`src/pkg/fgp_pkg.sv`:
```
// Behaviour
// - Unassigned pins driven and sampled by port registers.
// - Each pin has its own direction bit.
// - Set and clear writes change only one-bits.
// - Output latch and live pin level readable.
// - Mask excludes chosen bits from writes and reads.
// - Byte and half-word accesses touch only addressed bits.
// - One full-width write updates every port pin.
// - Per-pin rising, falling or both-edge interrupt.
// - Edge detection works while the clock stops.
// - Enabled edge interrupts wake the chip.
// - All pins not given to a peripheral are inputs after reset.
// - Older register set for first two ports.
// - Edge interrupts ORed into shared external line.
package fgp_pkg;

    localparam int          FGP_ADDR_W     = 9;
    localparam int          FGP_DATA_W     = 32;
    localparam int          FGP_NPORTS     = 2;

    // Port p main block sits at FGP_PORT_BASE + p * FGP_PORT_STRIDE.
    localparam logic [8:0]  FGP_PORT_BASE  = 9'h000;
    localparam logic [8:0]  FGP_PORT_STRIDE = 9'h020;
    localparam logic [4:0]  FGP_OFF_DIR    = 5'h00;
    localparam logic [4:0]  FGP_OFF_MASK   = 5'h04;
    localparam logic [4:0]  FGP_OFF_PIN    = 5'h08;
    localparam logic [4:0]  FGP_OFF_SET    = 5'h0C;
    localparam logic [4:0]  FGP_OFF_CLR    = 5'h10;
    localparam logic [4:0]  FGP_OFF_OUT    = 5'h14;

    // Edge block of port p at FGP_EDGE_BASE + p * 0x10.
    localparam logic [8:0]  FGP_EDGE_BASE  = 9'h080;
    localparam logic [3:0]  FGP_OFF_RISE   = 4'h0;
    localparam logic [3:0]  FGP_OFF_FALL   = 4'h4;
    localparam logic [3:0]  FGP_OFF_ESTAT  = 4'h8;
    localparam logic [3:0]  FGP_OFF_ECLR   = 4'hC;

    localparam logic [8:0]  FGP_ADDR_IST   = 9'h0C0;
    localparam logic [8:0]  FGP_ADDR_IMSK  = 9'h0C4;

    // Older register set of port p at FGP_LEG_BASE + p * 0x10.
    localparam logic [8:0]  FGP_LEG_BASE   = 9'h100;
    localparam logic [3:0]  FGP_LEG_PIN    = 4'h0;
    localparam logic [3:0]  FGP_LEG_SET    = 4'h4;
    localparam logic [3:0]  FGP_LEG_DIR    = 4'h8;
    localparam logic [3:0]  FGP_LEG_CLR    = 4'hC;

    localparam logic [31:0] FGP_RST_ZERO   = 32'h0000_0000;
    localparam logic [1:0]  FGP_RESP_OKAY  = 2'h0;
    localparam logic [1:0]  FGP_RESP_SLVERR = 2'h2;

    typedef enum logic [3:0] {
        FGP_F_DIR   = 4'h0,
        FGP_F_MASK  = 4'h1,
        FGP_F_PIN   = 4'h2,
        FGP_F_SET   = 4'h3,
        FGP_F_CLR   = 4'h4,
        FGP_F_OUT   = 4'h5,
        FGP_F_RISE  = 4'h6,
        FGP_F_FALL  = 4'h7,
        FGP_F_ESTAT = 4'h8,
        FGP_F_ECLR  = 4'h9,
        FGP_F_IST   = 4'hA,
        FGP_F_IMSK  = 4'hB
    } fgp_func_t;

    typedef struct packed {
        logic      ok;
        logic      port;
        logic      legacy;
        fgp_func_t fn;
    } fgp_dec_t;

    typedef struct packed {
        logic [8:0]  addr;
        logic [31:0] data;
        logic [3:0]  strb;
    } fgp_wreq_t;

endpackage : fgp_pkg

```
`src/rtl/fgp_port.sv`:
```
// The implementer's own choices: the register addresses and the AXI4-Lite interface to the registers.
`timescale 1ns/10ps
module fgp_port #(
    parameter int NPORTS = fgp_pkg::FGP_NPORTS,
    parameter int PW     = fgp_pkg::FGP_DATA_W
) (
    // Clock and reset.
    input  wire logic                               aclk,
    input  wire logic                               aresetn,
    // AXI4-Lite slave.
    input  wire logic [fgp_pkg::FGP_ADDR_W-1:0]     s_axi_awaddr,
    input  wire logic                               s_axi_awvalid,
    output logic                                    s_axi_awready,
    input  wire logic [31:0]                        s_axi_wdata,
    input  wire logic [3:0]                         s_axi_wstrb,
    input  wire logic                               s_axi_wvalid,
    output logic                                    s_axi_wready,
    output logic [1:0]                              s_axi_bresp,
    output logic                                    s_axi_bvalid,
    input  wire logic                               s_axi_bready,
    input  wire logic [fgp_pkg::FGP_ADDR_W-1:0]     s_axi_araddr,
    input  wire logic                               s_axi_arvalid,
    output logic                                    s_axi_arready,
    output logic [31:0]                             s_axi_rdata,
    output logic [1:0]                              s_axi_rresp,
    output logic                                    s_axi_rvalid,
    input  wire logic                               s_axi_rready,
    // Dedicated peripheral functions.
    input  wire logic [NPORTS-1:0][PW-1:0]          periph_sel,
    input  wire logic [NPORTS-1:0][PW-1:0]          periph_out,
    input  wire logic [NPORTS-1:0][PW-1:0]          periph_oe,
    // Pins.
    input  wire logic [NPORTS-1:0][PW-1:0]          pin_in,
    output logic [NPORTS-1:0][PW-1:0]               pin_out,
    output logic [NPORTS-1:0][PW-1:0]               pin_oe,
    // Interrupts and wake-up.
    input  wire logic                               ext_irq_in,
    output logic                                    irq,
    output logic                                    shared_external_irq_line,
    output logic                                    wake_req
);
    import fgp_pkg::*;

    ////////////////////////////////////////////////////////////////////////////////
    logic [NPORTS-1:0][PW-1:0] dir_reg, out_reg, mask_reg, rise_reg, fall_reg, estat_reg;
    logic [NPORTS-1:0][PW-1:0] sync1_reg, sync2_reg, prev_reg, edge_new;
    logic [NPORTS-1:0]         ist_reg, imsk_reg, any_edge;
    logic [NPORTS-1:0]         wake_p;
    fgp_wreq_t                 wq_reg;
    logic                      aw_full_reg, w_full_reg, do_wr, do_rd;
    fgp_dec_t                  wd, rd;
    logic [31:0]               bm, rdata_next;

    function automatic fgp_dec_t decode(input logic [8:0] a);
        fgp_dec_t d;
        d = '{ok: 1'b0, port: 1'b0, legacy: 1'b0, fn: FGP_F_DIR};
        if (a < FGP_PORT_BASE + 9'(NPORTS) * FGP_PORT_STRIDE) begin
            d.port = a[5];
            d.ok   = 1'b1;
            unique case (a[4:0])
                FGP_OFF_DIR:  d.fn = FGP_F_DIR;
                FGP_OFF_MASK: d.fn = FGP_F_MASK;
                FGP_OFF_PIN:  d.fn = FGP_F_PIN;
                FGP_OFF_SET:  d.fn = FGP_F_SET;
                FGP_OFF_CLR:  d.fn = FGP_F_CLR;
                FGP_OFF_OUT:  d.fn = FGP_F_OUT;
                default:      d.ok = 1'b0;
            endcase
        end else if (a >= FGP_EDGE_BASE && a < FGP_EDGE_BASE + 9'h020) begin
            d.port = a[4];
            d.ok   = 1'b1;
            unique case (a[3:0])
                FGP_OFF_RISE:  d.fn = FGP_F_RISE;
                FGP_OFF_FALL:  d.fn = FGP_F_FALL;
                FGP_OFF_ESTAT: d.fn = FGP_F_ESTAT;
                FGP_OFF_ECLR:  d.fn = FGP_F_ECLR;
                default:       d.ok = 1'b0;
            endcase
        end else if (a == FGP_ADDR_IST) begin
            d.ok = 1'b1;
            d.fn = FGP_F_IST;
        end else if (a == FGP_ADDR_IMSK) begin
            d.ok = 1'b1;
            d.fn = FGP_F_IMSK;
        end else if (a >= FGP_LEG_BASE && a < FGP_LEG_BASE + 9'h020) begin
            // The older set has no mask; it reaches the same latches directly.
            d.port   = a[4];
            d.legacy = 1'b1;
            d.ok     = 1'b1;
            unique case (a[3:0])
                FGP_LEG_PIN: d.fn = FGP_F_PIN;
                FGP_LEG_SET: d.fn = FGP_F_SET;
                FGP_LEG_DIR: d.fn = FGP_F_DIR;
                FGP_LEG_CLR: d.fn = FGP_F_CLR;
                default:     d.ok = 1'b0;
            endcase
        end
        return d;
    endfunction : decode

    ////////////////////////////////////////////////////////////////////////////////
    // Address and data are held apart so either may arrive first.
    assign s_axi_awready = !aw_full_reg && !s_axi_bvalid;
    assign s_axi_wready  = !w_full_reg && !s_axi_bvalid;
    assign do_wr         = aw_full_reg && w_full_reg && !s_axi_bvalid;
    assign wd            = decode(wq_reg.addr);
    assign bm            = {{8{wq_reg.strb[3]}}, {8{wq_reg.strb[2]}},
                            {8{wq_reg.strb[1]}}, {8{wq_reg.strb[0]}}};

    always_ff @(posedge aclk) begin
        if (!aresetn) begin
            aw_full_reg  <= 1'b0;
            w_full_reg   <= 1'b0;
            wq_reg       <= '0;
            s_axi_bvalid <= 1'b0;
            s_axi_bresp  <= FGP_RESP_OKAY;
        end else begin
            if (s_axi_awvalid && s_axi_awready) begin
                aw_full_reg <= 1'b1;
                wq_reg.addr <= s_axi_awaddr;
            end
            if (s_axi_wvalid && s_axi_wready) begin
                w_full_reg  <= 1'b1;
                wq_reg.data <= s_axi_wdata;
                wq_reg.strb <= s_axi_wstrb;
            end
            if (do_wr) begin
                aw_full_reg  <= 1'b0;
                w_full_reg   <= 1'b0;
                s_axi_bvalid <= 1'b1;
                s_axi_bresp  <= wd.ok ? FGP_RESP_OKAY : FGP_RESP_SLVERR;
            end else if (s_axi_bready) begin
                s_axi_bvalid <= 1'b0;
            end
        end
    end

    assign s_axi_arready = !s_axi_rvalid;
    assign do_rd         = s_axi_arvalid && s_axi_arready;
    assign rd            = decode(s_axi_araddr);

    always_comb begin
        rdata_next = FGP_RST_ZERO;
        unique case (rd.fn)
            FGP_F_DIR:   rdata_next = dir_reg[rd.port];
            FGP_F_MASK:  rdata_next = mask_reg[rd.port];
            FGP_F_PIN:   rdata_next = rd.legacy ? sync2_reg[rd.port]
                                    : sync2_reg[rd.port] & ~mask_reg[rd.port];
            FGP_F_SET,
            FGP_F_OUT:   rdata_next = out_reg[rd.port];
            FGP_F_CLR,
            FGP_F_ECLR:  rdata_next = FGP_RST_ZERO;
            FGP_F_RISE:  rdata_next = rise_reg[rd.port];
            FGP_F_FALL:  rdata_next = fall_reg[rd.port];
            FGP_F_ESTAT: rdata_next = estat_reg[rd.port];
            FGP_F_IST:   rdata_next = 32'(ist_reg);
            FGP_F_IMSK:  rdata_next = 32'(imsk_reg);
        endcase
        if (!rd.ok) begin
            rdata_next = FGP_RST_ZERO;
        end
    end

    always_ff @(posedge aclk) begin
        if (!aresetn) begin
            s_axi_rvalid <= 1'b0;
            s_axi_rdata  <= FGP_RST_ZERO;
            s_axi_rresp  <= FGP_RESP_OKAY;
        end else if (do_rd) begin
            s_axi_rvalid <= 1'b1;
            s_axi_rdata  <= rdata_next;
            s_axi_rresp  <= rd.ok ? FGP_RESP_OKAY : FGP_RESP_SLVERR;
        end else if (s_axi_rready) begin
            s_axi_rvalid <= 1'b0;
        end
    end

    ////////////////////////////////////////////////////////////////////////////////
    for (genvar p = 0; p < NPORTS; p++) begin : g_port
        logic wr;
        logic [PW-1:0] wmask;
        assign wr    = do_wr && wd.ok && (wd.port == 1'(p));
        assign wmask = wd.legacy ? bm : bm & ~mask_reg[p];

        always_ff @(posedge aclk) begin
            if (!aresetn) begin
                dir_reg[p] <= FGP_RST_ZERO;
            end else if (wr && wd.fn == FGP_F_DIR) begin
                dir_reg[p] <= (dir_reg[p] & ~bm) | (wq_reg.data & bm);
            end
        end

        always_ff @(posedge aclk) begin
            if (!aresetn) begin
                out_reg[p] <= FGP_RST_ZERO;
            end else if (wr && wd.fn == FGP_F_PIN) begin
                out_reg[p] <= (out_reg[p] & ~wmask) | (wq_reg.data & wmask);
            end else if (wr && wd.fn == FGP_F_SET) begin
                out_reg[p] <= out_reg[p] | (wq_reg.data & wmask);
            end else if (wr && wd.fn == FGP_F_CLR) begin
                out_reg[p] <= out_reg[p] & ~(wq_reg.data & wmask);
            end
        end

        always_ff @(posedge aclk) begin
            if (!aresetn) begin
                mask_reg[p] <= FGP_RST_ZERO;
                rise_reg[p] <= FGP_RST_ZERO;
                fall_reg[p] <= FGP_RST_ZERO;
            end else if (wr && wd.fn == FGP_F_MASK) begin
                mask_reg[p] <= (mask_reg[p] & ~bm) | (wq_reg.data & bm);
            end else if (wr && wd.fn == FGP_F_RISE) begin
                rise_reg[p] <= (rise_reg[p] & ~bm) | (wq_reg.data & bm);
            end else if (wr && wd.fn == FGP_F_FALL) begin
                fall_reg[p] <= (fall_reg[p] & ~bm) | (wq_reg.data & bm);
            end
        end

        // Only the second stage feeds edge logic; the first may be metastable.
        always_ff @(posedge aclk) begin
            if (!aresetn) begin
                sync1_reg[p] <= FGP_RST_ZERO;
                sync2_reg[p] <= FGP_RST_ZERO;
                prev_reg[p]  <= FGP_RST_ZERO;
            end else begin
                sync1_reg[p] <= pin_in[p];
                sync2_reg[p] <= sync1_reg[p];
                prev_reg[p]  <= sync2_reg[p];
            end
        end

        assign edge_new[p] = (sync2_reg[p] & ~prev_reg[p] & rise_reg[p])
                           | (~sync2_reg[p] & prev_reg[p] & fall_reg[p]);
        assign any_edge[p] = |edge_new[p];

        // A new edge in the clearing cycle survives the clear.
        always_ff @(posedge aclk) begin
            if (!aresetn) begin
                estat_reg[p] <= FGP_RST_ZERO;
            end else begin
                estat_reg[p] <= (estat_reg[p]
                    & ~((wr && wd.fn == FGP_F_ECLR) ? wq_reg.data & bm : FGP_RST_ZERO))
                    | edge_new[p];
            end
        end

        // The pin is compared with the last clocked level, so an enabled edge
        // raises wake-up even with the clock stopped.
        assign wake_p[p] = |((pin_in[p] & ~prev_reg[p] & rise_reg[p])
                           | (~pin_in[p] & prev_reg[p] & fall_reg[p]));

        assign pin_out[p] = (periph_sel[p] & periph_out[p]) | (~periph_sel[p] & out_reg[p]);
        assign pin_oe[p]  = (periph_sel[p] & periph_oe[p]) | (~periph_sel[p] & dir_reg[p]);
    end

    ////////////////////////////////////////////////////////////////////////////////
    always_ff @(posedge aclk) begin
        if (!aresetn) begin
            ist_reg  <= '0;
            imsk_reg <= '0;
        end else begin
            ist_reg <= ((do_rd && rd.ok && rd.fn == FGP_F_IST) ? '0 : ist_reg) | any_edge;
            if (do_wr && wd.ok && wd.fn == FGP_F_IMSK && wq_reg.strb[0]) begin
                imsk_reg <= wq_reg.data[NPORTS-1:0];
            end
        end
    end

    assign irq                      = |(ist_reg & imsk_reg);
    assign shared_external_irq_line = irq | ext_irq_in;
    assign wake_req                 = |(wake_p & imsk_reg) | irq;

    ////////////////////////////////////////////////////////////////////////////////
    logic wr_p0;
    assign wr_p0 = do_wr && wd.ok && !wd.port && !wd.legacy;

    property p_dir_reset;
        @(posedge aclk) !aresetn |=> dir_reg[0] == FGP_RST_ZERO
                                     && pin_oe[0] == (periph_oe[0] & periph_sel[0]);
    endproperty
    a_dir_reset: assert property (p_dir_reset) else $error("Direction not input after reset.");

    property p_dir_write;
        @(posedge aclk) disable iff (!aresetn)
        wr_p0 && wd.fn == FGP_F_DIR && wq_reg.strb == 4'hF |=> dir_reg[0] == $past(wq_reg.data);
    endproperty
    a_dir_write: assert property (p_dir_write) else $error("Direction write lost.");

    property p_set_only;
        @(posedge aclk) disable iff (!aresetn)
        wr_p0 && wd.fn == FGP_F_SET && wq_reg.strb == 4'hF && mask_reg[0] == FGP_RST_ZERO
        |=> out_reg[0] == ($past(out_reg[0]) | $past(wq_reg.data));
    endproperty
    a_set_only: assert property (p_set_only) else $error("Set write changed wrong bits.");

    property p_clr_only;
        @(posedge aclk) disable iff (!aresetn)
        wr_p0 && wd.fn == FGP_F_CLR && wq_reg.strb == 4'hF && mask_reg[0] == FGP_RST_ZERO
        |=> out_reg[0] == ($past(out_reg[0]) & ~$past(wq_reg.data));
    endproperty
    a_clr_only: assert property (p_clr_only) else $error("Clear write changed wrong bits.");

    property p_mask_keep;
        @(posedge aclk) disable iff (!aresetn)
        wr_p0 && wd.fn == FGP_F_PIN |=> (out_reg[0] & $past(mask_reg[0]))
                                         == ($past(out_reg[0]) & $past(mask_reg[0]));
    endproperty
    a_mask_keep: assert property (p_mask_keep) else $error("Masked latch bit changed.");

    property p_lane_keep;
        @(posedge aclk) disable iff (!aresetn)
        wr_p0 && wd.fn == FGP_F_DIR && !wq_reg.strb[0] |=> dir_reg[0][7:0] == $past(dir_reg[0][7:0]);
    endproperty
    a_lane_keep: assert property (p_lane_keep) else $error("Unstrobed byte changed.");

    property p_full_write;
        @(posedge aclk) disable iff (!aresetn)
        wr_p0 && wd.fn == FGP_F_PIN && wq_reg.strb == 4'hF && mask_reg[0] == FGP_RST_ZERO
        |=> ##1 (pin_out[0] & ~periph_sel[0]) == ($past(wq_reg.data, 2) & ~periph_sel[0]);
    endproperty
    a_full_write: assert property (p_full_write) else $error("Full write did not reach pins.");

    property p_rise_catch;
        @(posedge aclk) disable iff (!aresetn)
        rise_reg[0][0] && $rose(sync2_reg[0][0]) |=> estat_reg[0][0] ##0 ist_reg[0];
    endproperty
    a_rise_catch: assert property (p_rise_catch) else $error("Rising edge not captured.");

    property p_pending_hold;
        @(posedge aclk) disable iff (!aresetn)
        estat_reg[0][0] && !(wr_p0 && wd.fn == FGP_F_ECLR) |=> estat_reg[0][0];
    endproperty
    a_pending_hold: assert property (p_pending_hold) else $error("Edge dropped early.");

    property p_shared_line;
        @(posedge aclk) disable iff (!aresetn)
        |(ist_reg & imsk_reg) |-> shared_external_irq_line && wake_req;
    endproperty
    a_shared_line: assert property (p_shared_line) else $error("Edge irq not on shared line.");

    property p_periph_pin;
        @(posedge aclk) disable iff (!aresetn)
        periph_sel[0][0] |-> pin_out[0][0] == periph_out[0][0] && pin_oe[0][0] == periph_oe[0][0];
    endproperty
    a_periph_pin: assert property (p_periph_pin) else $error("Peripheral pin not passed.");

    c_set_write: cover property (@(posedge aclk) disable iff (!aresetn) wr_p0 && wd.fn == FGP_F_SET);
    c_edge_irq:  cover property (@(posedge aclk) disable iff (!aresetn) $rose(irq));
    c_legacy_wr: cover property (@(posedge aclk) disable iff (!aresetn) do_wr && wd.legacy);

endmodule : fgp_port

```
`config.mk`:
```
export PLATFORM = sky130hd
export DESIGN_NAME = fgp_port
export DESIGN_NICKNAME = d
export VERILOG_FILES = /design/src/pkg/fgp_pkg.sv /design/src/rtl/fgp_port.sv
export SDC_FILE = /design/constraint.sdc
export NUM_CORES = 2
export LEC_CHECK = 0
export BUFFER_PORTS_ARGS = -buffer_cell sky130_fd_sc_hd__buf_2
export CAP_MARGIN = 20
export CORE_MARGIN = 2
export CORE_UTILIZATION = 40
export DETAILED_ROUTE_END_ITERATION = 6
export SLEW_MARGIN = 20
export SYNTH_ARGS = -nofsm -noshare
export SYNTH_HDL_FRONTEND = slang
export SYNTH_SLANG_ARGS = --single-unit
```
`constraint.sdc`:
```
create_clock -name aclk -period 3.9 [get_ports aclk]
set_input_delay 0.39 -clock aclk [delete_from_list [all_inputs] [get_ports aclk]]
set_output_delay 0.39 -clock aclk [all_outputs]
set_load 0.1 [all_outputs]
```
==> run metrics <==
R2R cell count=7; Post-synth EDFFs=0; simple-gate share of the synthesized area=21.1%; CTS tree=yes; Syn Area/Cell=8.70 um2; Synth Area in XOR/XNOR=0%; Core Footprint=81700 um2; I/O pin total=490; Levels on crit path=7; sequential-to-total area share from yosys stat=40.4%; upper clock frequency limit=0.286 GHz; RSZ-0062 raised after global routing=false; hold crit path type=input port to register; Crit path max-delay family=simple AND/OR/NAND/NOR gates; maximum clock path buffer count=3; Setup crit start kind=register; via/cell ratio=6.07; GP Congestion=0.981; Critical Path Max Stage Delay=0.57 ns; count of final setup violators=0; Cell variety after synth=75; Synth Cell Area=32800 um2; first-pass GRT wire length=206000 um; Die W=290 um; initial antenna violation count=11; leak pwr=16.0 nW; cell taking the most area after synthesis=dfxtp_1; Slew @ Worst Pin=0.953 ns; Area growth syn-to-layout=18.9%; crit path buf inv count=1; reg-to-reg slack, setup=0.70 ns; Post-DRT Antenna Nets=0; DRT iter0 DRCs=3186; FF+latch count, synth=663; synth cell count leaders=dfxtp_1, nand2_1, mux2i_1; worst skew pair latency=0.64 ns; largest family of logic cells by synthesized area=simple AND/OR/NAND/NOR gates; Worst Setup Slack, final=0.407 ns; post-route cell area=39000 um2; grt total ovfl=0; hold path cells=2; Row Count=105; post_cts resized=0; Max-Cap Viols=0; Post-Route Utilization=47.7%; Die H=290 um; largest net degree at the start of global routing=121; CP cell instances=nand3b_1, o21ai_0, nor4_1, nand4_1, o41ai_1, nand3_1, buf_2; vias=32.0k; Root Driver=clkbuf_16; layout cells sized above 1=21.7%; Worst setup EP type=output port; IO Port Bufs=487; slowest CP cell=nor4_1; nets@finish=4460; Residual DRC=0; area post-placement=36100 um2; worst-path fanout max=4; Pwr Density=418 nW/um2; Num CTS Buffers=75; FF/Latch Area=13300 um2; Reg clk slew, reported paths=0.06 ns; Min-Delay Endpoint=sync1_reg[62]; DR WL/cell=27.2 um; Initial Util=40.2%; Worst Clk Skew=0.0239 ns; hold_buf cts=39; Setup Total Neg Slack=0 ns; post-synthesis adder-cell area fraction=0%; htree depth=3; vias in the first global route=30.5k; Total Wirelength=143000 um; prevailing post-synth register cell=dfxtp_1; Die Area=84300 um2; CP arrival=3.10 ns; Slew Limit Fails=0; largest cells by area after synthesis=dfxtp_1, mux2i_1, mux2_2; filler instances=8064; critical path type=register to output port; status=complete, no violations; area of the multi-input gates=18100 um2; multiplexer area fraction after synthesis=16.4%; Slew headroom=36.2%; DP Worst Slack=0.642 ns; Total Routing Usage GR=32.7%; proportion of netlist area held by the largest area contributor=40.4%; Max VDD drop=0.314 mV; setup bufs post-CTS=0; drt first pass iters=6; Final min period=3.49 ns; Post-Syn Instances=3772; Worst EP required=3.51 ns; RR Startpoint=wq_reg[39]; Post-synth ARST share=0%; hold path start=pin_in[62]; count leader, synth=dfxtp_1; period utilisation layout=89.6%; clk sinks=663; Final Hold Fails=0; Detailed Place HPWL=110000 um; synth warn=0; Compound-Gate Fraction of Synth Area=17.4%; hold_ws=0.0102 ns
## worst max-delay path by stage
stage | startpoint | to | slack (ns)
2_1_floorplan | s_axi_bvalid | wq_reg[26] | 0.71
3_3_place_gp | wq_reg[43] | register | 0.71
3_5_place_dp | wq_reg[43] | register | 0.64
4_1_cts | register | wake_req | 0.50
5_1_grt | register | wake_req | 0.46
6_report | register | wake_req | 0.41
## cells by family (layout without fill, tap and decap cells)
kind of cell,Yosys count,in the layout
muxes,517,517
and+or+nand+nor,1332,1332
DFF,663,663
buffers and inverters,387,810
AOI/OAI and AO/OA,872,872
other,1,6
## layer usage
metal	vias to the layer above	track usage, %	routed length (um)
li1	14500	-	-
met1	15700	39.2	55800
met2	1515	55.8	68900
met3	360	5.71	10000
met4	6	17.2	8560
met5	-	0	43
## final cells by class
| class | instances | share of cell area (%) |
|---|---|---|
| clock inverter | 30 | 0.827 |
| inverter | 78 | 0.770 |
| timing repair buffer | 601 | 9.05 |
| clock buffer | 101 | 5.50 |
| multi-input combinational | 2723 | 46.4 |
| antenna | 4 | 0.0257 |
| sequential | 663 | 34.0 |
| tap | 1070 | 3.43 |
## layout by cell type (no fill, tap or decap), types with 15 or more instances in the layout
cell,Yosys,routed
dfxtp_1,663,663
buf_2,35,486
nand2_1,450,449
mux2i_1,357,357
a21oi_1,264,263
and2_1,226,226
nor2_1,194,190
mux2_2,160,160
o21ai_0,158,158
nand3_1,107,107
nand4_1,98,98
a31oi_1,93,93
inv_1,78,77
nand3b_1,77,77
clkbuf_16,0,77
nor4_1,71,71
buf_4,3,64
dlygate4sd3_1,0,39
o2111ai_1,39,38
a21o_1,36,36
a311oi_1,34,34
o21a_1,34,34
o221ai_1,33,33
a22o_1,32,32
a221oi_1,32,32
o31a_1,33,32
a41oi_1,32,32
or2_2,26,26
o22ai_1,15,15
## power breakdown
| group | leakage [nW] | internal [W] | switching [W] |
|---|---|---|---|
| clock network | 1.22 | 0.00421 | 0.00304 |
| logic | 9.36 | 0.000535 | 0.00147 |
| registers | 5.38 | 0.00689 | 0.000188 |
| total | 16.0 | 0.0116 | 0.00469 |
## stage by stage
step,total power (W),cells
finish,0.0163,5270
global route,0.0168,5266
CTS,0.0164,5265
detailed placement,0.00917,5095
global placement,0.00916,5095
floorplan,0.00852,3773
(Power assumes the default switching activity.)
